### config.mk
export PLATFORM = sky130hd
export DESIGN_NAME = csf_top
export DESIGN_NICKNAME = d
export VERILOG_FILES = /design/src/csf_pkg.sv /design/src/csf_top.sv /design/src/csf_alu_flags.sv /design/src/csf_wdt.sv
export VERILOG_INCLUDE_DIRS = /design/src
export SDC_FILE = /design/constraint.sdc
export NUM_CORES = 1
export LEC_CHECK = 0
export ABC_AREA = 1
export BUFFER_PORTS_ARGS = -buffer_cell sky130_fd_sc_hd__buf_2
export CAP_MARGIN = 20
export CORE_ASPECT_RATIO = 1.25
export CORE_UTILIZATION = 45
export CTS_BUF_LIST = sky130_fd_sc_hd__clkbuf_8
export DETAILED_ROUTE_END_ITERATION = 16
export PLACE_DENSITY = 0.72
export SYNTH_ARGS = -nofsm -noshare
export SYNTH_HDL_FRONTEND = slang
export SYNTH_HIERARCHICAL = 1
export SYNTH_SLANG_ARGS = --single-unit
### constraint.sdc
create_clock -name pclk -period 1.9 [get_ports pclk]
set_input_delay 0.285 -clock pclk [delete_from_list [all_inputs] [get_ports pclk]]
set_output_delay 0.285 -clock pclk [all_outputs]
set_load 0.05 [all_outputs]
### src/csf_params.svh
/*
  Constants of the status flag unit: register offsets, flag bit positions,
  reset values. Assumes inclusion by bare name from the unit's files.
*/
`ifndef CSF_PARAMS_SVH
`define CSF_PARAMS_SVH

// Register byte offsets on the APB
`define CSF_FLAG_ADDR 12'h000
`define CSF_WDS_ADDR 12'h004

// Flag register bit positions
`define CSF_C_BIT 0
`define CSF_AC_BIT 1
`define CSF_Z_BIT 2
`define CSF_OV_BIT 3
`define CSF_SLEEP_BIT 4
`define CSF_EXP_BIT 5

// Reset values
`define CSF_FLAG_RESET 8'h00
`define CSF_WDS_RESET 8'h07

// Watchdog divider select field width, counter width default
`define CSF_WDS_SEL_W 3
`define CSF_WDT_CNT_W 8

`endif

### src/csf_pkg.sv
/*
  Types of the status flag unit: ALU opcodes, request, result and the
  packed flag register view. Assumes csf_params.svh for bit positions.
*/
package csf_pkg;

  // Operations that update the flags
  typedef enum logic [2:0] {
    CSF_OP_ADD,
    CSF_OP_SUB,
    CSF_OP_AND,
    CSF_OP_OR,
    CSF_OP_XOR,
    CSF_OP_RLC,
    CSF_OP_RRC
  } csf_op_type;

  typedef struct packed {
    csf_op_type op;
    logic [7:0] a;
    logic [7:0] b;
  } csf_alu_req_type;

  typedef struct packed {
    logic [7:0] result;
    logic c;
    logic ac;
    logic z;
    logic ov;
    logic upd_c;
    logic upd_acov;
    logic upd_z;
  } csf_alu_res_type;

  // Flag register layout, bit 0 is the carry flag
  typedef struct packed {
    logic [1:0] rsvd;
    logic watchdog_expired_flag;
    logic sleep_entered_flag;
    logic signed_wrap_flag;
    logic z;
    logic half_carry_flag;
    logic c;
  } csf_flags_type;

endpackage

### src/csf_top.sv
/*
  CPU status flag unit: flag register, watchdog divider select, watchdog
  with reset on overflow, APB slave for both registers.
  Assumes CPU strobes come from logic on pclk; APB master on pclk.
*/
// What this block does
// - One 8-bit register holds zero, carry, half carry, wrap, sleep, expiry.
// - Register writes change zero, carry, half carry and wrap flags.
// - Register writes never change the sleep or expiry flags.
// - Carry set on add carry or subtract without borrow, else cleared.
// - Rotate through carry feeds carry in and loads shifted-out bit.
// - Half carry set on low-nibble carry or no nibble borrow.
// - Zero flag follows whether an arithmetic or logic result is zero.
// - Wrap flag is carry into msb xor carry out of msb.
// - Sleep flag cleared by power-up or watchdog clear, set by sleep.
// - Expiry flag cleared by power-up, clear, sleep; set by time-out.
// - Calls and interrupt entry never save or alter the flags.
// - Watchdog counter overflow issues a device reset.
// - Low three divider select bits choose divide by 1 to 128.
`timescale 1ns/10ps
`include "csf_params.svh"
module csf_top
  import csf_pkg::*;
#(
  parameter int WDT_CNT_W = `CSF_WDT_CNT_W
)
(
  // Clock, reset, enable
  input wire logic pclk,
  input wire logic presetn,
  input wire logic ce,
  // APB slave
  input wire logic psel,
  input wire logic penable,
  input wire logic pwrite,
  input wire logic [11:0] paddr,
  input wire logic [31:0] pwdata,
  output logic [31:0] prdata,
  output logic pready,
  output logic pslverr,
  // CPU side
  input wire logic alu_valid,
  input wire csf_alu_req_type alu_req,
  input wire logic sleep_instr,
  input wire logic watchdog_clear_instruction,
  // Results
  output logic [7:0] alu_result,
  output logic [7:0] flags,
  output logic wdt_reset
);

  logic c_q;
  logic ac_q;
  logic z_q;
  logic ov_q;
  logic sleep_q;
  logic exp_q;
  logic [7:0] wds_q;
  logic [7:0] alu_result_q;
  logic wdt_reset_q;
  logic [31:0] prdata_q;
  logic pready_q;
  logic pslverr_q;
  csf_flags_type flag_view;
  csf_alu_res_type res;
  logic wdt_ovf;
  logic setup;
  logic commit;
  logic hit_flag;
  logic hit_wds;
  logic wr_flag;
  logic wr_wds;
  logic [8:0] chk_sum;
  // Reset image of the flag register, one bit taken per arithmetic flag
  localparam logic [7:0] FLAG_RST = `CSF_FLAG_RESET;

  // APB decode; a transfer completes in the access cycle where pready is set
  assign setup = psel & ~penable;
  assign commit = psel & penable & pready_q;
  assign hit_flag = (paddr == `CSF_FLAG_ADDR);
  assign hit_wds = (paddr == `CSF_WDS_ADDR);
  assign wr_flag = ce & commit & pwrite & hit_flag;
  assign wr_wds = ce & commit & pwrite & hit_wds;

  assign flag_view = '{
    rsvd: 2'b00,
    watchdog_expired_flag: exp_q,
    sleep_entered_flag: sleep_q,
    signed_wrap_flag: ov_q,
    z: z_q,
    half_carry_flag: ac_q,
    c: c_q
  };

  // Outputs all come from flip-flops
  assign flags = flag_view;
  assign alu_result = alu_result_q;
  assign wdt_reset = wdt_reset_q;
  assign prdata = prdata_q;
  assign pready = pready_q;
  assign pslverr = pslverr_q;

  csf_alu_flags u_alu (
    .req (alu_req),
    .carry_in (c_q),
    .res (res)
  );

  csf_wdt #(
    .CNT_W (WDT_CNT_W)
  ) u_wdt (
    .pclk (pclk),
    .presetn (presetn),
    .ce (ce),
    .clear (watchdog_clear_instruction | sleep_instr),
    .div_sel (wds_q[`CSF_WDS_SEL_W-1:0]),
    .overflow (wdt_ovf)
  );

  // APB answer: ready one cycle after setup, error on unmapped address
  always_ff @(posedge pclk or negedge presetn)
  begin
    if (!presetn)
    begin
      pready_q <= 1'b0;
      pslverr_q <= 1'b0;
      prdata_q <= 32'h00000000;
    end
    else if (ce)
    begin
      pready_q <= setup;
      pslverr_q <= setup & ~(hit_flag | hit_wds);
      if (setup & ~pwrite & hit_flag)
        prdata_q <= {24'h000000, flag_view};
      else if (setup & ~pwrite & hit_wds)
        prdata_q <= {24'h000000, wds_q};
      else
        prdata_q <= 32'h00000000;
    end
  end

  // Arithmetic flags: the ALU outranks a same-cycle register write per flag
  // no call path here
  always_ff @(posedge pclk or negedge presetn)
  begin
    if (!presetn)
    begin
      c_q <= FLAG_RST[`CSF_C_BIT];
      ac_q <= FLAG_RST[`CSF_AC_BIT];
      z_q <= FLAG_RST[`CSF_Z_BIT];
      ov_q <= FLAG_RST[`CSF_OV_BIT];
    end
    else if (ce)
    begin
      if (alu_valid & res.upd_c)
        c_q <= res.c;
      else if (wr_flag)
        c_q <= pwdata[`CSF_C_BIT];
      if (alu_valid & res.upd_acov)
      begin
        ac_q <= res.ac;
        ov_q <= res.ov;
      end
      else if (wr_flag)
      begin
        ac_q <= pwdata[`CSF_AC_BIT];
        ov_q <= pwdata[`CSF_OV_BIT];
      end
      if (alu_valid & res.upd_z)
        z_q <= res.z;
      else if (wr_flag)
        z_q <= pwdata[`CSF_Z_BIT];
    end
  end

  // ALU result register
  always_ff @(posedge pclk or negedge presetn)
  begin
    if (!presetn)
      alu_result_q <= 8'h00;
    else if (ce & alu_valid)
      alu_result_q <= res.result;
  end

  // Sleep flag: register writes do not reach it, set beats clear
  // sleep flag
  always_ff @(posedge pclk or negedge presetn)
  begin
    if (!presetn)
      sleep_q <= 1'b0;
    else if (ce)
    begin
      if (sleep_instr)
        sleep_q <= 1'b1;
      else if (watchdog_clear_instruction)
        sleep_q <= 1'b0;
    end
  end

  // Expiry flag: a time-out in the same cycle as a clear is kept
  // expiry flag
  always_ff @(posedge pclk or negedge presetn)
  begin
    if (!presetn)
      exp_q <= 1'b0;
    else if (ce)
    begin
      if (wdt_ovf)
        exp_q <= 1'b1;
      else if (watchdog_clear_instruction | sleep_instr)
        exp_q <= 1'b0;
    end
  end

  // Divider select, all eight bits stored, low three used
  always_ff @(posedge pclk or negedge presetn)
  begin
    if (!presetn)
      wds_q <= `CSF_WDS_RESET;
    else if (wr_wds)
      wds_q <= pwdata[7:0];
  end

  always_ff @(posedge pclk or negedge presetn)
  begin
    if (!presetn)
      wdt_reset_q <= 1'b0;
    else if (ce)
      wdt_reset_q <= wdt_ovf;
  end

  // Reference sum for checking
  assign chk_sum = {1'b0, alu_req.a} + {1'b0, alu_req.b};
endmodule

### src/csf_alu_flags.sv
/*
  Combinational flag generator: from an ALU request and the current carry
  it forms the result and the new carry, half carry, zero and signed wrap
  flags, with a mask of which flags the operation touches.
  Assumes the caller registers the outputs.
*/
`timescale 1ns/10ps
module csf_alu_flags
  import csf_pkg::*;
(
  // Request
  input wire csf_alu_req_type req,
  input wire logic carry_in,
  // Result
  output csf_alu_res_type res
);

  logic [7:0] b_eff;
  logic cin0;
  logic [8:0] full;
  logic [4:0] low;
  logic [7:0] low7;

  // Subtract is add of inverted operand plus one; carry then means no borrow
  assign b_eff = (req.op == CSF_OP_SUB) ? ~req.b : req.b;
  assign cin0 = (req.op == CSF_OP_SUB);
  assign full = {1'b0, req.a} + {1'b0, b_eff} + {8'h00, cin0};
  assign low = {1'b0, req.a[3:0]} + {1'b0, b_eff[3:0]} + {4'h0, cin0};
  assign low7 = {1'b0, req.a[6:0]} + {1'b0, b_eff[6:0]} + {7'h00, cin0};

  // Flag formation per operation
  always_comb
  begin
    res = '0;
    case (req.op)
      CSF_OP_ADD, CSF_OP_SUB:
      begin
        res.result = full[7:0];
        res.c = full[8];
        res.ac = low[4];
        res.ov = low7[7] ^ full[8];
        res.z = (full[7:0] == 8'h00);
        res.upd_c = 1'b1;
        res.upd_acov = 1'b1;
        res.upd_z = 1'b1;
      end
      CSF_OP_AND, CSF_OP_OR, CSF_OP_XOR:
      begin
        if (req.op == CSF_OP_AND)
          res.result = req.a & req.b;
        else if (req.op == CSF_OP_OR)
          res.result = req.a | req.b;
        else
          res.result = req.a ^ req.b;
        res.z = (res.result == 8'h00);
        res.upd_z = 1'b1;
      end
      CSF_OP_RLC:
      begin
        res.result = {req.a[6:0], carry_in};
        res.c = req.a[7];
        res.upd_c = 1'b1;
      end
      CSF_OP_RRC:
      begin
        res.result = {carry_in, req.a[7:1]};
        res.c = req.a[0];
        res.upd_c = 1'b1;
      end
      default:
      begin
        res = '0;
      end
    endcase
  end

endmodule

### src/csf_wdt.sv
/*
  Watchdog prescaler and counter. The prescaler divides the clock by 2 to
  the power of the select, the counter overflows and pulses overflow.
  Assumes the caller registers overflow and drives clear from decode.
*/
`timescale 1ns/10ps
`include "csf_params.svh"
module csf_wdt
  import csf_pkg::*;
#(
  parameter int CNT_W = `CSF_WDT_CNT_W
)
(
  // Clock and reset
  input wire logic pclk,
  input wire logic presetn,
  input wire logic ce,
  // Control
  input wire logic clear,
  input wire logic [`CSF_WDS_SEL_W-1:0] div_sel,
  // Event
  output logic overflow
);

  logic [6:0] pre_q;
  logic [6:0] mask;
  logic tick;
  logic [CNT_W-1:0] cnt_q;

  assign mask = 7'((8'h01 << div_sel) - 8'h01);
  assign tick = ce & ((pre_q & mask) == mask);
  assign overflow = tick & (&cnt_q);

  // Prescaler, restarted by clear so a kick gives a full period
  always_ff @(posedge pclk or negedge presetn)
  begin
    if (!presetn)
      pre_q <= 7'h00;
    else if (ce)
      pre_q <= clear ? 7'h00 : pre_q + 7'h01;
  end

  // Counter wraps to zero on overflow
  always_ff @(posedge pclk or negedge presetn)
  begin
    if (!presetn)
      cnt_q <= '0;
    else if (ce)
    begin
      if (clear)
        cnt_q <= '0;
      else if (tick)
        cnt_q <= cnt_q + 1'b1;
    end
  end
endmodule

---- Word-level counts from Yosys, hierarchy flattened ----
Cells that the tools add are included.
storage, ports and cells
  register bits ........................... 72
  input bits .............................. 72
  output and inout port bits .............. 51
  word-level logic and storage cells ...... 110
operators by class
  $add $sub $neg .......................... 9
  equal/unequal tests ..................... 8
  shift-type cells ........................ 1
  mux-type cells .......................... 29
  bitwise logic cells ..................... 28
  reduce and logical (&&, ||, !) cells .... 21
operators by type and width
  kind                   count
  $mux W8                7
  $mux W32               1
  $pmux W8 S4            1
  $and A1 B1 Y1          17
  $mux W1                17
  $logic_not A8 Y1       2
  $eq A12 B3 Y1 const B  1
  $logic_not A12 Y1      1
  $reduce_and A2 Y1      6
  $reduce_bool A2 Y1     6
  $add A8 B8 Y9          1
  $add A9 B1 Y9          1
  $eq A3 B3 Y1 const B   3
  $add A7 B7 Y8          1
  $add A8 B1 Y8          1
  $add A8 B1 Y8 const B  1
  $and A8 B8 Y8          1
  $not A8 Y8             1
  $or A8 B8 Y8           1
  $reduce_and A8 Y1      1
  $xor A8 B8 Y8          1
  $add A7 B1 Y7 const B  1
  $and A7 B7 Y7          1
  $eq A7 B7 Y1           1
  17 further kinds       21

---- Longest topological paths before layout ----
Gate-level depths: netlist of run 1.
  depth after elaboration ................. 8
  depth in mapped cells ................... 17
  gate-level depth less buffers ........... 17

---- Cells and area by module ----
Netlist of run 1, hierarchy kept.
modules (own cells, without submodules)
  module         instances  cells each  area each (um2)  seq. area each (um2)
  csf_top        1          215         1849.3           829.5
  csf_alu_flags  1          208         1202.4           0.0
  csf_wdt        1          126         930.9            375.4

---- Worst setup path before layout of run 1 ----
Ideal clock, no wire load.
  path kind ............................... input-to-reg
  start point ............................. in alu_req[16] (netlist bit)
  end point ............................... reg z_q
  library setup time ...................... 0.116 ns
  arrival ................................. 2.146 ns
  required time ........................... 1.784 ns
  slack ................................... -0.363 ns
  stages .................................. 16
  path buffers ............................ 1
  cells stage by stage .................... buf_4 -> nand3_4 -> xor2_1 -> inv_1 -> fa_1 -> inv_1 -> nand3_1 -> nand3_1 -> a21oi_1 -> nand3_1 -> nor2_1 -> nand3_1 -> nand2_1 -> mux2_2 -> nand3_1 -> nand2_1
RTL lines
  item                  line            RTL
  from (decl)           csf_top.sv:43   input wire csf_alu_req_type alu_req,
  to (signal assigned)  csf_top.sv:150  z_q <= FLAG_RST[`CSF_Z_BIT];
  to (signal assigned)  csf_top.sv:170  z_q <= res.z;
  to (signal assigned)  csf_top.sv:172  z_q <= pwdata[`CSF_Z_BIT];
  to (decl)             csf_top.sv:54   logic z_q;

==> results of run 1 <==
==> per-layer routing <==
layer | up-vias | GRT usage | share of wire
met1 | 1915 | 0.2436 | 0.38
met2 | 127 | 0.4184 | 0.53
met5 | - | 0 | 0
met4 | 0 | 0.1060 | 0.052
li1 | 1996 | - | -
met3 | 43 | 0.02309 | 0.039
==> final cells by class <==
class	count	area share
multi-input combinational	421	0.4800
tap	120	0.02867
clock buffer	5	0.01314
sequential	48	0.2301
timing repair buffer	153	0.1945
clock inverter	3	0.008841
inverter	61	0.04468
==> registers in the layout, summed over array words and instances, names as in the netlist <==
signal,count
u_wdt/cnt_q,8
z_q,1
u_wdt/pre_q,7
wdt_reset,1
pslverr,1
alu_result,8
ac_q,1
ov_q,1
c_q,1
wds_q,8
exp_q,1
prdata,8
pready,1
sleep_q,1
==> path summary, 6_finish.rpt <==
path / cells past startpoint / slack (ns) / endpoint
max: 18 / -0.29 / z_q
min: 3 / 0.21 / wds_q[2]
max reg2reg: 9 / 0.51 / u_wdt/cnt_q[4]
min reg2reg: 2 / 0.48 / wdt_reset
max in group asynchronous: 3 / 0.83 / wds_q[0]
min in group asynchronous: 2 / 0.48 / wdt_reset
==> cells in the final DEF, fill, tap and decap left out, types with 2 or more instances in the layout <==
master | Yosys | routed
ha_4 | 0 | 3
conb_1 | 1 | 26
o22ai_1 | 7 | 7
dfstp_2 | 3 | 3
xor2_1 | 11 | 7
nand2_4 | 2 | 2
o21ai_0 | 13 | 10
nor3_2 | 1 | 2
nand3_4 | 2 | 2
nand3_1 | 34 | 30
nor3_1 | 4 | 3
a21oi_2 | 3 | 7
o21ai_1 | 12 | 12
buf_4 | 34 | 74
inv_4 | 0 | 2
xnor2_1 | 2 | 2
inv_2 | 4 | 7
nand2_2 | 6 | 15
nor2_1 | 42 | 40
inv_1 | 56 | 51
a21oi_1 | 18 | 13
o21ai_2 | 7 | 10
nand4_1 | 16 | 16
nand3_2 | 0 | 4
o211ai_1 | 2 | 2
mux2_2 | 10 | 6
clkbuf_8 | 0 | 5
buf_6 | 4 | 6
xor2_2 | 0 | 4
dfrtp_1 | 45 | 45
buf_2 | 5 | 70
mux2_4 | 0 | 4
nor2_2 | 5 | 7
ha_1 | 26 | 23
nand2_1 | 159 | 150
==> per-stage QoR <==
step | hold WS (ns) | instances | instance area (um2) | setup TNS, ns | power [mW]
floorplan | -0.01059 | 574 | 4105 | -0.9012 | 2.047
global placement | 0.2770 | 791 | 4810 | -3.932 | 2.389
detailed placement | 0.2781 | 791 | 4810 | -4.668 | 2.410
CTS | 0.2075 | 805 | 5072 | -0.7121 | 3.213
global route | 0.2157 | 811 | 5236 | -2.326 | 3.459
finish | 0.2127 | 811 | 5236 | -1.328 | 3.295
==> worst min-delay path, delay by kind of cell <==
family | cells | cell delay [ns]
AO/OA/AOI/OAI | 1 | 0.05
buffers and inverters | 2 | 0.17
==> cells by family (layout without fill, tap and decap cells) <==
logic type      count (synthesis)  after routing
compound gates                 70             70
xor+xnor                       13             13
fa+ha+maj                      27             27
buf+inv                       105            222
flops                          48             48
mux                            10             10
other cells                     1             26
simple gates                  275            275
==> power breakdown <==
part	internal (mW)	leakage, nW	switching (mW)
Sequential	1.10	0.623	0.0752
Clock	0.397	0.0548	0.353
Combinational	0.494	2.19	0.874
==> cell usage after synthesis (all sizes together) <==
cell type / number / area [um2]
o221ai: 1 / 8.760
a21oi: 21 / 116.4
nor2: 48 / 209.0
clkinv: 1 / 3.750
o21bai: 1 / 7.510
a31oi: 2 / 12.51
ha: 26 / 325.3
dfrtp: 45 / 1126
or2: 2 / 12.52
nand3: 36 / 205.2
dfstp: 3 / 78.83
and2: 1 / 6.260
o221a: 1 / 11.26
clkbuf: 1 / 3.750
nand2: 167 / 656.9
fa: 1 / 20.02
buf: 43 / 325.3
nor3: 5 / 30.03
a21o: 1 / 7.510
inv: 60 / 225.2
xor2: 11 / 96.34
nand4: 16 / 100.1
o21ai: 32 / 186.4
o22ai: 7 / 43.79
xnor2: 2 / 17.52
conb: 1 / 3.750
mux2: 10 / 112.6
o211ai: 2 / 15.01
a21boi: 2 / 15.02
==> repair_timing <==
item	CTS	global route
hold buffers	1	0
setup buffers	5	6
resized for setup	25	27
pin swaps	22	22
hold endpoints to repair	20	0
endpoints found under the setup margin	10	11
==> metrics, run 1 <==
min Tclk post-route=roughly 2.2 ns; final setup fails=8; I/O pin cnt=between 100 and 150; CP max stage delay=about 0.55 ns; Peak supply drop=between 400 and 500 uV; die height=~110 um; routed len/inst=~13 um; Max-cap violations=0; sequential area share after synthesis=0.3025; clock root cell=clkbuf_8; violated checks=negative setup slack; CP top delay family=simple AND/OR/NAND/NOR gates; DR vias=approximately 4100; Netlist cell types=43; multi-input logic area=between 0.002 and 0.003 mm2; Critical Path Start Type=primary input; Worst Hold Class=in2reg; Post-Route WL=10660 um; drt drc=0; CP Cell Sequence=buf_8 -> inv_4 -> nand3_4 -> buf_6 -> nand2_2 -> nand2_2 -> fa_2 -> inv_2 -> nor2_1 -> nand3_1 -> a21oi_1 -> nand3_1 -> nor2_1 -> nand3_1 -> nand2_1 -> mux2_4 -> nand3_2 -> nand2_1; Final ANT Viol Nets=0; initial antenna violation count=0; Reg clk slew, reported paths=~0.09 ns; pin count of the biggest net entering global routing=29; IO Port Bufs=between 70 and 80; first-pass GRT wire length=roughly 16000 um; xor and xnor area share after synthesis=0.02859; unrepaired setup endpoints after global routing=yes; slowest cell on the critical path=fa_2; GRT overflow=0; Fin Clk Skew=about 0.0065 ns; total CTS buffers=5; Syn Inst Count=549; hold path startpoint=pwdata[2]; DR iter-0 viols=130; Die Width=about 86 um; fin. max-slew vios=0; Site Rows=38; Sequential Area=around 0.0012 mm2; fin nets=about 790; starting density of the core=0.4602; area grow syn2layout=31.48%; Clock Path Buffers=2; drt pass-1 iters=5; Rel. slew slack=0.6619; vias in the first global route=approximately 3800; number of register bits inferred by synthesis=between 40 and 50; post-layout util=0.6051; Ys Warns=6; routability cong.=a little under 1; critical path's most frequent cell=nand3_1; WP data arrival=about 2.4 ns; slew of the pin with the lowest slew margin=about 0.51 ns; fin worst setup slack=-0.2900 ns; maximum clock rate=about 460 MHz; CP required=about 2.1 ns; die area=between 0.009 and 0.01 mm2; Leakage=between 2 and 3 nW; Worst Path Buf+Inv=4; worst skew pair latency=0.30 ns; CP Max Fanout=8; mapped cell area=~0.004 mm2; crit end category=flop; vias per cell=just over 5; Synth Area in Compound Gates=0.1065; Final Hold Vio Count=0; H-Tree Depth=2; Sink Count=48; Worst R2R Start=wds_q[1]; status=finished, violations left; Antenna diodes=0; largest family of logic cells by synthesized area=simple AND/OR/NAND/NOR gates; PwrDens=629.4 mW/mm2; Mean Syn Cell Area=between 7 and 8 um2; CP Class=in2reg; critical path launch point=alu_req[18]; GRT Resource Usage Total=0.2217; Filler cells=between 800 and 900; final worst path period share=1.153; pre-CTS setup slack=-0.5779 ns; TritonCTS clock tree=done; final HPWL from detailed placement=7893 um; simple-gate share of the synthesized area=0.3063; CORE AREA=a little under 0.009 mm2; multiplexer area fraction after synthesis=0.02828; layout cells sized above 1=0.3560; Post-Synth Adder-Cell Area=0.08671
No activity file was read; power rests on OpenSTA's default activity.
==> run 2, diff against run 1 <==
Settings changed: REMOVE_ABC_BUFFERS set to 1.
==> run 2 against run 1 <==
- the run still ends with negative setup slack left
- via count down 1.4%
- register-to-register slack got worse by 0.03 ns
- final cell count is 0.62% higher
- critical path depth down 1
- global-route usage is 0.28 points higher
- clock-buffer cell count is 1 higher
- setup slack got worse by 0.0016 ns
- routed wire length decreased by 1.2%
- utilization grew 0.46 points
- critical path type unchanged
==> metrics, run 2 (synthesis results as in run 1) <==
vias per cell=slightly below 5; CP Class=in2reg; CORE AREA=slightly below 0.009 mm2; CP Max Fanout=7; total CTS buffers=5; H-Tree Depth=2; Worst R2R Start=wds_q[1]; die height=roughly 110 um; Leakage=2.884 nW; DP Area=between 0.004 and 0.005 mm2; vias in the first global route=around 3800; Reg clk slew, reported paths=0.09 ns; routability cong.=~0.9; routed len/inst=between 10 and 15 um; pre-CTS setup slack=-0.5990 ns; GRT overflow=0; setup TNS=-1.146 ns; Site Rows=38; area grow syn2layout=32.49%; IO Port Bufs=roughly 70; R2R cell count=7; Clock Path Buffers=2; slew of the pin with the lowest slew margin=~0.6 ns; fin nets=just under 800; Filler cells=approximately 800; final non-filler cell total=roughly 820; pin count of the biggest net entering global routing=49; final HPWL from detailed placement=about 7800 um; DR vias=just over 4000; CP required=about 2.1 ns; Post-Route WL=10520 um; initial antenna violation count=0; fin. max-slew vios=0; drt drc=0; PwrDens=approximately 610 mW/mm2; Max-cap violations=0; CTS Hold Bufs=0; drt pass-1 iters=5; die area=just over 0.009 mm2; slowest cell on the critical path=fa_2; layout cells sized above 1=0.3578; Final Hold Vio Count=0; critical path's most frequent cell=nand3_1; Sink Count=48; commonest cells after routing, fill and taps aside=nand2_1 (150), buf_4 (81), buf_2 (70); Worst R2R Setup Slack=approximately 0.48 ns; reg2reg end=u_wdt/cnt_q[3]; fin worst setup slack=-0.2915 ns; crit end category=flop; violated checks=negative setup slack; clock root cell=clkbuf_8; # placed instances=approximately 800; Critical Path Start Type=primary input; final instance area=0.005276 mm2; first-pass GRT wire length=about 17000 um; Die Width=between 80 and 90 um; worst skew pair latency=0.30 ns; I/O pin cnt=~120; status=finished, violations left; WP data arrival=2.43 ns; DR iter-0 viols=~230; TritonCTS clock tree=done; Fin Clk Skew=approximately 0.01 ns; starting density of the core=0.4602; maximum clock rate=approximately 460 MHz; unrepaired setup endpoints after global routing=yes; GRT Resource Usage Total=0.2245; commonest non-fill, non-tap cell in the layout=nand2_1; Rel. slew slack=0.6016; CP Cell Sequence=buf_6 -> inv_4 -> nand3_4 -> xor2_2 -> inv_2 -> fa_2 -> inv_2 -> nor2_2 -> nand3_1 -> a21oi_1 -> nand3_1 -> nor2_1 -> nand3_1 -> nand2_1 -> mux2_4 -> nand3_2 -> nand2_1; CP max stage delay=just under 0.6 ns; final setup fails=7; Antenna diodes=0; Worst Hold Class=in2async; Final ANT Viol Nets=0; Peak supply drop=about 320 uV; min Tclk post-route=~2.2 ns; final worst path period share=1.153
-- run 2: per-layer routing --
layer | GRT usage | wire, um | up-vias | part of all wire
li1 | - | - | 2004 | -
met3 | 0.02156 | 335 | 29 | 0.032
met1 | 0.2557 | 4257 | 1879 | 0.40
met4 | 0.1214 | 416 | 0 | 0.040
met2 | 0.4076 | 5512 | 111 | 0.52
met5 | 0 | 0 | - | 0
-- run 2: worst max-delay path by stage --
stage | from | end | depth (start not counted)
after floorplan | alu_req[17] | z_q | 16
after global placement | alu_req[18] | z_q | 18
after detailed placement | alu_req[18] | z_q | 18
after CTS | alu_req[17] | z_q | 17
after global routing | alu_req[18] | z_q | 17
final | alu_req[17] | z_q | 17
-- run 2: worst max-delay path, delay by kind of cell --
kind,cells,cell delay [ns]
buf+inv,4,0.25
xor+xnor,1,0.20
fa+ha+maj,1,0.58
compound gates,1,0.16
mux,1,0.15
simple gates,9,0.79
-- run 2: layout make-up --
class | instances | area [um2] | area share
clock buffer | 6 | 82.58 | 0.01565
inverter | 61 | 236.5 | 0.04482
timing repair buffer | 158 | 1041 | 0.1973
tap | 120 | 150.1 | 0.02846
sequential | 48 | 1205 | 0.2284
multi-input combinational | 421 | 2554 | 0.4840
clock inverter | 2 | 7.507 | 0.001423
-- run 2: report_power, final --
group          internal [mW]  leakage, nW  switching, mW
Sequential              1.10        0.623         0.0687
Combinational          0.526         2.21          0.890
Clock                  0.286       0.0538          0.321
Total                   1.91         2.88           1.28
-- run 2: stage by stage --
step	total power [mW]	utilization	hold WS (ns)
floorplan	1.939	-	-0.01059
global placement	2.395	0.5554	0.4106
detailed placement	2.414	0.5554	0.4190
CTS	3.068	0.5787	0.09216
global route	3.381	0.6097	0.1157
finish	3.195	0.6097	0.06406
-- run 2: timing repair --
action | in CTS | in global routing
pin swaps | 18 | 32
cloned | 0 | 0
resized for setup | 22 | 45
setup buffers | 5 | 9
setup endpoints to repair | 10 | 10
